$ cat config.mk
export PLATFORM = sky130hd
export DESIGN_NAME = external_line_event_ctrl
export DESIGN_NICKNAME = d
export VERILOG_FILES = /design/src/shared/line_event_pkg.sv /design/src/logic/external_line_event_ctrl.sv
export VERILOG_INCLUDE_DIRS = /design/src /design/src/shared
export SDC_FILE = /design/constraint.sdc
export NUM_CORES = 1
export LEC_CHECK = 0
export ABC_AREA = 1
export ABC_CLOCK_PERIOD_IN_PS = 2300
export BUFFER_PORTS_ARGS = -buffer_cell sky130_fd_sc_hd__clkbuf_2
export CORE_MARGIN = 10
export CORE_UTILIZATION = 58
export CTS_CLUSTER_DIAMETER = 100
export CTS_CLUSTER_SIZE = 24
export DETAILED_ROUTE_END_ITERATION = 10
export GPL_ROUTABILITY_DRIVEN = 0
export PLACE_DENSITY = 0.8
export SYNTH_ARGS = -nofsm -noshare
export SYNTH_HDL_FRONTEND = slang
export SYNTH_SLANG_ARGS = --single-unit
$ cat constraint.sdc
create_clock -name aclk -period 2.3 [get_ports aclk]
set_clock_uncertainty 0.05 [all_clocks]
set_input_delay 0.115 -clock aclk [delete_from_list [all_inputs] [get_ports aclk]]
set_output_delay 0.115 -clock aclk [all_outputs]
set_load 0.01 [all_outputs]
$ cat src/shared/line_event_defs.svh
// Offsets, field positions, reset values and codes of the line controller.
// Assumes inclusion by bare name from the package and the design file.
`ifndef LINE_EVENT_DEFS_SVH
`define LINE_EVENT_DEFS_SVH

// ****************************************************************
// Geometry
// ****************************************************************
`define LINE_COUNT 20
`define PORT_A_LINES 16
`define PORT_B_LINES 2

// ****************************************************************
// Register byte offsets
// ****************************************************************
`define OFS_INTERRUPT_MASK 8'h00
`define OFS_EVENT_MASK 8'h04
`define OFS_RISING_EDGE_ENABLE 8'h08
`define OFS_FALLING_EDGE_ENABLE 8'h0C
`define OFS_SOFTWARE_REQUEST 8'h10
`define OFS_PENDING_FLAGS 8'h14
`define OFS_IRQ_STATUS 8'h18
`define OFS_IRQ_STATUS_MASK 8'h1C

// ****************************************************************
// Reset values
// ****************************************************************
`define RST_LINE_REG 20'h00000
`define RST_STATUS 3'h0

// ****************************************************************
// Status bit positions
// ****************************************************************
`define ST_PEND_SET 0
`define ST_EVENT_OUT 1
`define ST_SOFT_REQ 2
`define ST_WIDTH 3

// ****************************************************************
// Bus response codes
// ****************************************************************
`define RESP_OKAY 2'h0
`define RESP_SLVERR 2'h2

`endif

$ cat src/shared/line_event_pkg.sv
// Types shared by the line controller design.
// Assumes line_event_defs.svh is on the include path.
package line_event_pkg;
    `include "line_event_defs.svh"

    typedef enum logic [1:0] {
        WR_IDLE = 2'h1,
        WR_RESP = 2'h2
    } wr_state_t;

    typedef enum logic [1:0] {
        RD_IDLE = 2'h1,
        RD_DATA = 2'h2
    } rd_state_t;
endpackage

$ cat src/logic/external_line_event_ctrl.sv
// Twenty-line edge interrupt and event controller with AXI4-Lite registers.
// Assumes pins and internal sources are asynchronous to aclk, and that the
// processor interrupt controller and wake logic take level/pulse outputs.
//
// Notes on behaviour
// RL1: Twenty independent lines, each with its own edge detector.
// RL2: Eighteen lines come from pins, two from on-chip modules.
// RL3: Per-line rise and fall enables; both set gives double-edge detection.
// RL4: Interrupt request passes only while the line's interrupt mask is 1.
// RL5: Enabled edge on unmasked line raises request and sets pending flag.
// RL6: Writing 1 to a pending bit clears it; writing 0 does nothing.
// RL7: Event produced only while event mask is 1, same edge enables.
// RL8: Enabled edge on unmasked event line gives one pulse, pending untouched.
// RL9: Writing 1 to a software request bit triggers that line, masks apply.
// RL10: Software sets masks before writing software request bits.
// RL11: Interrupt and event outputs serve as low-power wake-up sources.
// RL12: Software enables the pin-select block clock before line setup.
// RL13: Software enables the matching channel in the nested controller.
// RL14: Lines 0-15 are port A pins 0-15; lines 16, 17 port B 0, 1.
// RL15: Line 18 is supply monitor output; line 19 timer wake event.
// RL16: Three grouped interrupt outputs: lines 1:0, 3:2, and 17:4; lines 18 and 19 each have their own.
// RL17: Pending stays set until cleared; edges found on the bus clock.
// RL18: All line bits reset to zero; bits 31:20 read as zero.
//
// Added by the designer: the AXI4-Lite interface to the registers.
`timescale 1ns/10ps
`include "line_event_defs.svh"

module external_line_event_ctrl
    import line_event_pkg::*;
(
    input wire logic aclk,
    input wire logic aresetn,
    input wire logic [`PORT_A_LINES-1:0] port_a_pin,
    input wire logic [`PORT_B_LINES-1:0] port_b_pin,
    input wire logic supply_monitor_out,
    input wire logic basic_wake_timer_event,
    input wire logic s_axi_awvalid,
    output logic s_axi_awready,
    input wire logic [7:0] s_axi_awaddr,
    input wire logic [2:0] s_axi_awprot,
    input wire logic s_axi_wvalid,
    output logic s_axi_wready,
    input wire logic [31:0] s_axi_wdata,
    input wire logic [3:0] s_axi_wstrb,
    output logic s_axi_bvalid,
    input wire logic s_axi_bready,
    output logic [1:0] s_axi_bresp,
    input wire logic s_axi_arvalid,
    output logic s_axi_arready,
    input wire logic [7:0] s_axi_araddr,
    input wire logic [2:0] s_axi_arprot,
    output logic s_axi_rvalid,
    input wire logic s_axi_rready,
    output logic [31:0] s_axi_rdata,
    output logic [1:0] s_axi_rresp,
    output logic irq_lines_1_0,
    output logic irq_lines_3_2,
    output logic irq_lines_17_4,
    output logic irq_supply_monitor,
    output logic irq_wake_timer,
    output logic [`LINE_COUNT-1:0] line_event_pulse,
    output logic wake_irq_request,
    output logic wake_event_pulse,
    output logic status_irq
);

    localparam int N = `LINE_COUNT;

    // ****************************************************************
    // State
    // ****************************************************************
    typedef struct packed {
        logic [N-1:0] sync1;
        logic [N-1:0] sync2;
        logic [N-1:0] prev;
        logic [N-1:0] imask;
        logic [N-1:0] emask;
        logic [N-1:0] rise_en;
        logic [N-1:0] fall_en;
        logic [N-1:0] swreq;
        logic [N-1:0] pend;
        logic [`ST_WIDTH-1:0] status;
        logic [`ST_WIDTH-1:0] stmask;
        logic irq_1_0;
        logic irq_3_2;
        logic irq_17_4;
        logic irq_18;
        logic irq_19;
        logic [N-1:0] evt;
        logic wake_irq;
        logic wake_evt;
        logic st_irq;
        wr_state_t wr_state;
        logic aw_got;
        logic w_got;
        logic [7:0] awaddr;
        logic [31:0] wdata;
        logic [3:0] wstrb;
        logic awready;
        logic wready;
        logic bvalid;
        logic [1:0] bresp;
        rd_state_t rd_state;
        logic arready;
        logic rvalid;
        logic [31:0] rdata;
        logic [1:0] rresp;
    } state_t;

    localparam state_t RESET_STATE = '{
        wr_state: WR_IDLE,
        rd_state: RD_IDLE,
        default: '0
    };

    state_t s_r;
    state_t s_nxt;

    // Byte-lane merge of a write into a line-wide register
    function automatic logic [N-1:0] lane_mask(input logic [3:0] strb);
        logic [31:0] m;
        m = {{8{strb[3]}}, {8{strb[2]}}, {8{strb[1]}}, {8{strb[0]}}};
        return m[N-1:0];
    endfunction

    // ****************************************************************
    // Next-state logic
    // ****************************************************************
    always_comb begin
        logic [N-1:0] raw;
        logic [N-1:0] rise;
        logic [N-1:0] fall;
        logic [N-1:0] trig;
        logic [N-1:0] int_set;
        logic [N-1:0] sw_fire;
        logic [N-1:0] pend_clr;
        logic [N-1:0] wm;
        logic [N-1:0] wd;
        logic [`ST_WIDTH-1:0] st_clr;
        logic [`ST_WIDTH-1:0] st_set;
        raw = '0;
        rise = '0;
        fall = '0;
        trig = '0;
        int_set = '0;
        sw_fire = '0;
        pend_clr = '0;
        wm = '0;
        wd = '0;
        st_clr = '0;
        st_set = '0;
        s_nxt = s_r;

        // RL14 port pin order
        raw[`PORT_A_LINES-1:0] = port_a_pin;
        raw[`PORT_A_LINES+`PORT_B_LINES-1:`PORT_A_LINES] = port_b_pin;
        // RL15 internal sources
        raw[18] = supply_monitor_out;
        raw[19] = basic_wake_timer_event;

        // RL2 pins and modules alike pass two flops before use
        s_nxt.sync1 = raw;
        s_nxt.sync2 = s_r.sync1;
        s_nxt.prev = s_r.sync2;

        // RL1 one detector per line, clocked by aclk (RL17)
        rise = s_r.sync2 & ~s_r.prev;
        fall = ~s_r.sync2 & s_r.prev;

        // ************************************************************
        // Write channel
        // ************************************************************
        case (s_r.wr_state)
            WR_IDLE: begin
                if (s_axi_awvalid && s_r.awready) begin
                    s_nxt.aw_got = 1'b1;
                    s_nxt.awaddr = s_axi_awaddr;
                end
                if (s_axi_wvalid && s_r.wready) begin
                    s_nxt.w_got = 1'b1;
                    s_nxt.wdata = s_axi_wdata;
                    s_nxt.wstrb = s_axi_wstrb;
                end
                if (s_r.aw_got && s_r.w_got) begin
                    wm = lane_mask(s_r.wstrb);
                    wd = s_r.wdata[N-1:0];
                    s_nxt.bvalid = 1'b1;
                    s_nxt.bresp = `RESP_OKAY;
                    s_nxt.wr_state = WR_RESP;
                    if (s_r.awaddr == `OFS_INTERRUPT_MASK) begin
                        s_nxt.imask = (s_r.imask & ~wm) | (wd & wm);
                    end else if (s_r.awaddr == `OFS_EVENT_MASK) begin
                        s_nxt.emask = (s_r.emask & ~wm) | (wd & wm);
                    end else if (s_r.awaddr == `OFS_RISING_EDGE_ENABLE) begin
                        s_nxt.rise_en = (s_r.rise_en & ~wm) | (wd & wm);
                    end else if (s_r.awaddr == `OFS_FALLING_EDGE_ENABLE) begin
                        s_nxt.fall_en = (s_r.fall_en & ~wm) | (wd & wm);
                    end else if (s_r.awaddr == `OFS_SOFTWARE_REQUEST) begin
                        // RL9 each written one fires its line once
                        sw_fire = wd & wm;
                        s_nxt.swreq = s_r.swreq | sw_fire;
                    end else if (s_r.awaddr == `OFS_PENDING_FLAGS) begin
                        // RL6 ones clear, zeros ignored
                        pend_clr = wd & wm;
                    end else if (s_r.awaddr == `OFS_IRQ_STATUS_MASK) begin
                        if (s_r.wstrb[0]) begin
                            s_nxt.stmask = s_r.wdata[`ST_WIDTH-1:0];
                        end
                    end else if (s_r.awaddr == `OFS_IRQ_STATUS) begin
                        // Read-only: write accepted and dropped
                        s_nxt.bresp = `RESP_OKAY;
                    end else begin
                        s_nxt.bresp = `RESP_SLVERR;
                    end
                end
            end
            WR_RESP: begin
                if (s_axi_bready) begin
                    s_nxt.bvalid = 1'b0;
                    s_nxt.aw_got = 1'b0;
                    s_nxt.w_got = 1'b0;
                    s_nxt.wr_state = WR_IDLE;
                end
            end
            default: begin
                s_nxt.wr_state = WR_IDLE;
            end
        endcase
        s_nxt.awready = (s_nxt.wr_state == WR_IDLE) && !s_nxt.aw_got;
        s_nxt.wready = (s_nxt.wr_state == WR_IDLE) && !s_nxt.w_got;

        // ************************************************************
        // Read channel
        // ************************************************************
        case (s_r.rd_state)
            RD_IDLE: begin
                if (s_axi_arvalid && s_r.arready) begin
                    s_nxt.rvalid = 1'b1;
                    s_nxt.rd_state = RD_DATA;
                    s_nxt.rresp = `RESP_OKAY;
                    s_nxt.rdata = 32'h00000000;
                    // RL18 upper bits always zero
                    if (s_axi_araddr == `OFS_INTERRUPT_MASK) begin
                        s_nxt.rdata[N-1:0] = s_r.imask;
                    end else if (s_axi_araddr == `OFS_EVENT_MASK) begin
                        s_nxt.rdata[N-1:0] = s_r.emask;
                    end else if (s_axi_araddr == `OFS_RISING_EDGE_ENABLE) begin
                        s_nxt.rdata[N-1:0] = s_r.rise_en;
                    end else if (s_axi_araddr == `OFS_FALLING_EDGE_ENABLE) begin
                        s_nxt.rdata[N-1:0] = s_r.fall_en;
                    end else if (s_axi_araddr == `OFS_SOFTWARE_REQUEST) begin
                        s_nxt.rdata[N-1:0] = s_r.swreq;
                    end else if (s_axi_araddr == `OFS_PENDING_FLAGS) begin
                        s_nxt.rdata[N-1:0] = s_r.pend;
                    end else if (s_axi_araddr == `OFS_IRQ_STATUS) begin
                        s_nxt.rdata[`ST_WIDTH-1:0] = s_r.status;
                        st_clr = s_r.status;
                    end else if (s_axi_araddr == `OFS_IRQ_STATUS_MASK) begin
                        s_nxt.rdata[`ST_WIDTH-1:0] = s_r.stmask;
                    end else begin
                        s_nxt.rresp = `RESP_SLVERR;
                    end
                end
            end
            RD_DATA: begin
                if (s_axi_rready) begin
                    s_nxt.rvalid = 1'b0;
                    s_nxt.rd_state = RD_IDLE;
                end
            end
            default: begin
                s_nxt.rd_state = RD_IDLE;
            end
        endcase
        s_nxt.arready = (s_nxt.rd_state == RD_IDLE);

        // ************************************************************
        // Trigger, pending and event logic
        // ************************************************************
        // RL3 independent rise and fall enables
        trig = (rise & s_r.rise_en) | (fall & s_r.fall_en) | sw_fire;
        // RL4 interrupt mask gates requests
        int_set = trig & s_r.imask;
        // RL5 set pending; a set in the clear cycle wins (RL17 sticky)
        s_nxt.pend = (s_r.pend & ~pend_clr) | int_set;
        // Request bit drops once its pending flag is cleared
        s_nxt.swreq = s_nxt.swreq & ~pend_clr;
        // RL7 event mask gates events; RL8 one pulse, pending untouched
        s_nxt.evt = trig & s_r.emask;

        // RL16 grouped processor interrupts
        s_nxt.irq_1_0 = |s_nxt.pend[1:0];
        s_nxt.irq_3_2 = |s_nxt.pend[3:2];
        s_nxt.irq_17_4 = |s_nxt.pend[17:4];
        s_nxt.irq_18 = s_nxt.pend[18];
        s_nxt.irq_19 = s_nxt.pend[19];
        // RL11 wake sources
        s_nxt.wake_irq = |s_nxt.pend;
        s_nxt.wake_evt = |s_nxt.evt;

        // ************************************************************
        // Sticky status, cleared by read; a new set wins the clear
        // ************************************************************
        st_set[`ST_PEND_SET] = |(int_set & ~s_r.pend);
        st_set[`ST_EVENT_OUT] = |s_nxt.evt;
        st_set[`ST_SOFT_REQ] = |sw_fire;
        s_nxt.status = (s_r.status & ~st_clr) | st_set;
        s_nxt.st_irq = |(s_nxt.status & s_nxt.stmask);
    end

    // ****************************************************************
    // Registers
    // ****************************************************************
    // RL18 every line bit starts at zero
    always_ff @(posedge aclk) begin
        if (!aresetn) begin
            s_r <= RESET_STATE;
        end else begin
            s_r <= s_nxt;
        end
    end

    // ****************************************************************
    // Outputs
    // ****************************************************************
    assign s_axi_awready = s_r.awready;
    assign s_axi_wready = s_r.wready;
    assign s_axi_bvalid = s_r.bvalid;
    assign s_axi_bresp = s_r.bresp;
    assign s_axi_arready = s_r.arready;
    assign s_axi_rvalid = s_r.rvalid;
    assign s_axi_rdata = s_r.rdata;
    assign s_axi_rresp = s_r.rresp;
    assign irq_lines_1_0 = s_r.irq_1_0;
    assign irq_lines_3_2 = s_r.irq_3_2;
    assign irq_lines_17_4 = s_r.irq_17_4;
    assign irq_supply_monitor = s_r.irq_18;
    assign irq_wake_timer = s_r.irq_19;
    assign line_event_pulse = s_r.evt;
    assign wake_irq_request = s_r.wake_irq;
    assign wake_event_pulse = s_r.wake_evt;
    assign status_irq = s_r.st_irq;

endmodule // external_line_event_ctrl

==> results.txt <==
----------------------------------------------------
[Clock tree]
  TritonCTS clock tree ... yes
  H-tree depth ... 1
  Clock buffers created by TritonCTS ... 15
  Bufs on Longest Clock Path ... 3
  # clock sinks ... 276
  Clock latency at the later pin of the worst-skew pair ... between 0.4 and 0.5 ns
  Worst-path clk slew ... 0.09 ns
  Clock tree root driver cell ... clkbuf_16
  Number of setup buffers added after CTS ... 0

[GRT]
  Largest net degree at the start of global routing ... 130
  Global-route wire length before repair ... 55.86 mm
  Via count of the first global-routing pass ... 10,510
  Number of antenna violations at the first check in global routing ... 1
  Final global-route overflow total ... 0
  GRT Total Usage ... 25.58%

[Worst setup path]
  Largest fanout on the critical path ... 11
  Worst setup SP type ... flip-flop
  Worst-path cell with the longest stage delay ... nor2_4
  Buffering stage count on the worst path with inverters included ... 2
  CP top delay family ... simple AND/OR/NAND/NOR gates
  Number of cell instances on the worst register-to-register path ... 16
  Critical path, cell by cell ... inv_2 > nor2_4 > nand2_4 > nor2_4 > nand4_1 > nand2_1 > nand2_1 > nand2_1 > nor2_1 > nand2_1 > nor2_1 > nand3_1 > nand2_1 > nand3_1 > nand2_1 > inv_1
  Arrival time reported for the critical path endpoint ... 2.59 ns
  Data required time of the critical path ... 2.69 ns
  Largest stage delay on the critical path ... 0.40 ns
  Crit Reg-Reg Startpoint ... s_r[83]
  Crit path top cell by count ... nand2_1
  Capturing point of the worst reg2reg path ... status_irq
  Critical path class ... reg -> reg
  Crit end category ... flip-flop
  Setup slack, reg-to-reg ... roughly 0.094 ns

[Layout]
  Final design utilization ... approximately two thirds
  Count of placed standard cells in the final layout, fillers left out ... 2,017
  Net count of the finished layout ... about 1,800
  Summed area of non-filler cells in the final layout ... 13,680 um^2
  Fraction of layout cells with a size suffix above 1 ... 12.94%
  Count of fill cells added during filler insertion ... 1,765
  N_diodes ... 0
  Area growth from synthesis to final layout ... 13.68%
  Area occupied by registers ... ~5500 um^2
  Area taken by multi-input logic gates ... roughly 5000 um^2

[STA]
  Final Max Slew Viols ... 0
  Final total negative setup slack ... 0 ns
  Slew at the pin with the worst max-slew slack ... about 0.63 ns
  Hold slack ... 0.009936 ns
  Period utilisation layout ... 95.92%
  Count of endpoints failing setup in the final report ... 0
  RSZ-0062 raised after global routing ... yes
  Final hold violation count ... 0
  Highest Clock Rate ... approximately 450 MHz
  Final Critical Period ... 2.206 ns
  Relative max-transition margin ... 57.94%
  Final WS setup ... 0.09391 ns

[Detailed routing]
  Vias post-DR ... approximately 11,000
  1st-iter DRT viols ... 1,570
  Number of detailed-routing iterations run before antenna repair ... 5
  Detail-routed via count per cell ... 5.619
  Final wirelength ... 35.65 mm
  Number of nets with antenna violations after detailed routing ... 0
  Detail-routed net length per standard cell ... 17.67 um
  DRC violation count after routing ... 0

[Placement]
  Worst slack at placement ... 0.1110 ns
  Cell count after placement ... 1,947
  Final HPWL from detailed placement ... 24.92 mm
  IO Port Bufs ... between 100 and 150
  Placed inst area ... about 13,000 um^2

[Power and ir drop]
  Power density of the placed cells ... about 750 nW/um^2
  Static Leakage ... a little over 6 nW
  Worst-case vdd ir drop ... between 0.7 and 0.8 mV
  Overall power after layout ... just over 10 mW

[Die]
  Placement row count ... 52
  Full die area ... 26,920 um^2
  Initial standard-cell utilization of the core ... 59.30%
  Die outline height ... 164.1 um
  Core footprint ... between 20,000 and 25,000 um^2
  Die X ... 164.1 um
  Top-level port count ... 154

[Min path]
  Beginning of the worst hold path ... s_axi_wdata[16]
  Hold Path Sink ... s_r[63]
  Hold Path Cell Cnt ... 3
  Min-Delay Path Class ... in -> reg

[Synth]
  Flip-flop and latch count after synthesis ... approximately 280
  Syn avg cell area ... 7.394 um^2
  Sequential cell area fraction in the yosys report ... between 40% and 50%
  Gate count of the mapped netlist ... 1,628
  Number of warnings printed during yosys synthesis ... 0
  Post-synthesis cell type count ... between 40 and 50
  Portion of synthesized cell area occupied by the leading cell type ... 45.90%
  Syn Std Cell Area ... around 12,000 um^2
  Top area cells in the synthesized netlist ... dfxtp_1 (46%), nand2_1 (11%), inv_1 (7.0%), a21oi_1 (6.6%), nor2_1 (4.3%)
  Library cell with the largest summed area after synthesis ... dfxtp_1

[Status]
  Status ... finished clean

[Run]
  Max_cap viols ... 0

----------------------------------------------------
## Yosys cell counts
library cell and n:
nor3b_2 1, a221oi_1 8, nor4_2 2, o21a_1 1
o21ai_1 7, nor2_2 4, o21bai_1 2, a22o_1 5
nand4_1 31, buf_6 1, a31oi_1 22, a41oi_1 1
buf_2 16, conb_1 1, o22ai_1 5, nor2_1 137
nand2_1 338, nor4_1 2, a211oi_1 43, inv_2 9
clkbuf_1 48, a21oi_1 158, dfxtp_1 276, ha_1 4
a311oi_1 2, and2_1 3, nand2_4 2, nand2_2 5
a2111oi_0 1, nor3b_1 1, nand4_2 2, nor3_2 1
buf_4 64, nand3_2 1, inv_1 224, nor3_1 8
o211ai_1 20, nor2_4 8, nand3b_1 2, nand3_1 73
o2111ai_1 12, o21ai_0 76, nor2_8 1
## power by group
| group | internal [mW] | switching [mW] |
|---|---|---|
| Combinational | 0.712 | 1.40 |
| Clock | 1.19 | 1.50 |
| Sequential | 5.12 | 0.283 |
| Total | 7.02 | 3.18 |
## area by class of cell
type / instances / area share [%]
Timing Repair Buffer: 218 / 11.48
Clock inverter: 1 / 0.1189
Sequential cell: 276 / 40.39
Inverter: 233 / 6.409
Multi-Input combinational cell: 1004 / 36.39
Clock buffer: 15 / 2.743
Tap cell: 270 / 2.469
## how the worst max path moves through the flow
stage | from | endpoint | depth (start not counted)
2_1_floorplan | s_r[90] | s_r[123] | 10
3_3_place_gp | s_r[81] | status_irq | 15
3_5_place_dp | s_r[81] | status_irq | 15
4_1_cts | s_r[81] | status_irq | 15
5_1_grt | s_r[90] | flip-flop | 9
6_report | s_r[83] | status_irq | 16
## layer usage
| metal | vias to the layer above | track usage, % | share of wire [%] |
|---|---|---|---|
| li1 | 5476 | - | - |
| met3 | 90 | 6.758 | 14 |
| met4 | 2 | 7.799 | 3.0 |
| met1 | 5063 | 36.56 | 42 |
| met2 | 703 | 36.81 | 41 |
| met5 | - | 0 | 0.036 |
## tightest hold or removal path: stages
cell and delay [ns]:
clkbuf_2 0.08, o21ai_0 0.15, a21oi_1 0.17
## cells in the final DEF, fill, tap and decap left out, types with 3 or more instances in the layout
cell type      count
o22ai_1            5
nor2_2             6
and2_1             3
a221oi_1           8
a31oi_1           22
ha_1               3
clkbuf_2         119
o211ai_1          20
a22o_1             5
dlygate4sd3_1     53
clkbuf_16         15
buf_4             38
nand2_2            5
o21ai_1           11
a211oi_1          43
nand2_1          337
nor2_4            10
o2111ai_1         12
o21ai_0           72
buf_12             8
a21oi_1          158
nand4_1           31
dfxtp_1          275
nand2_4            3
conb_1            14
nor3_1             7
nand3_1           73
inv_1            223
inv_2              9
nor2_1           134
## cell families (layout without fill, tap and decap cells)
family	count (synthesis)	after routing	synth area share, %
AND/OR/NAND/NOR	622	623	22.49
AO/OA/AOI/OAI	363	363	17.65
buffers and inverters	362	467	13.51
flip-flops	276	276	45.90
adder cells (fa/ha/maj)	4	4	0.4158
other	1	14	0.03115
## timing repair
item                       4_1_cts  5_1_grt
hold buffers                    53        0
gates resized for setup          0       13
setup endpoints to repair        0       14
hold endpoints to repair        53        0
Note: power is estimated with default switching activity, not from simulation.
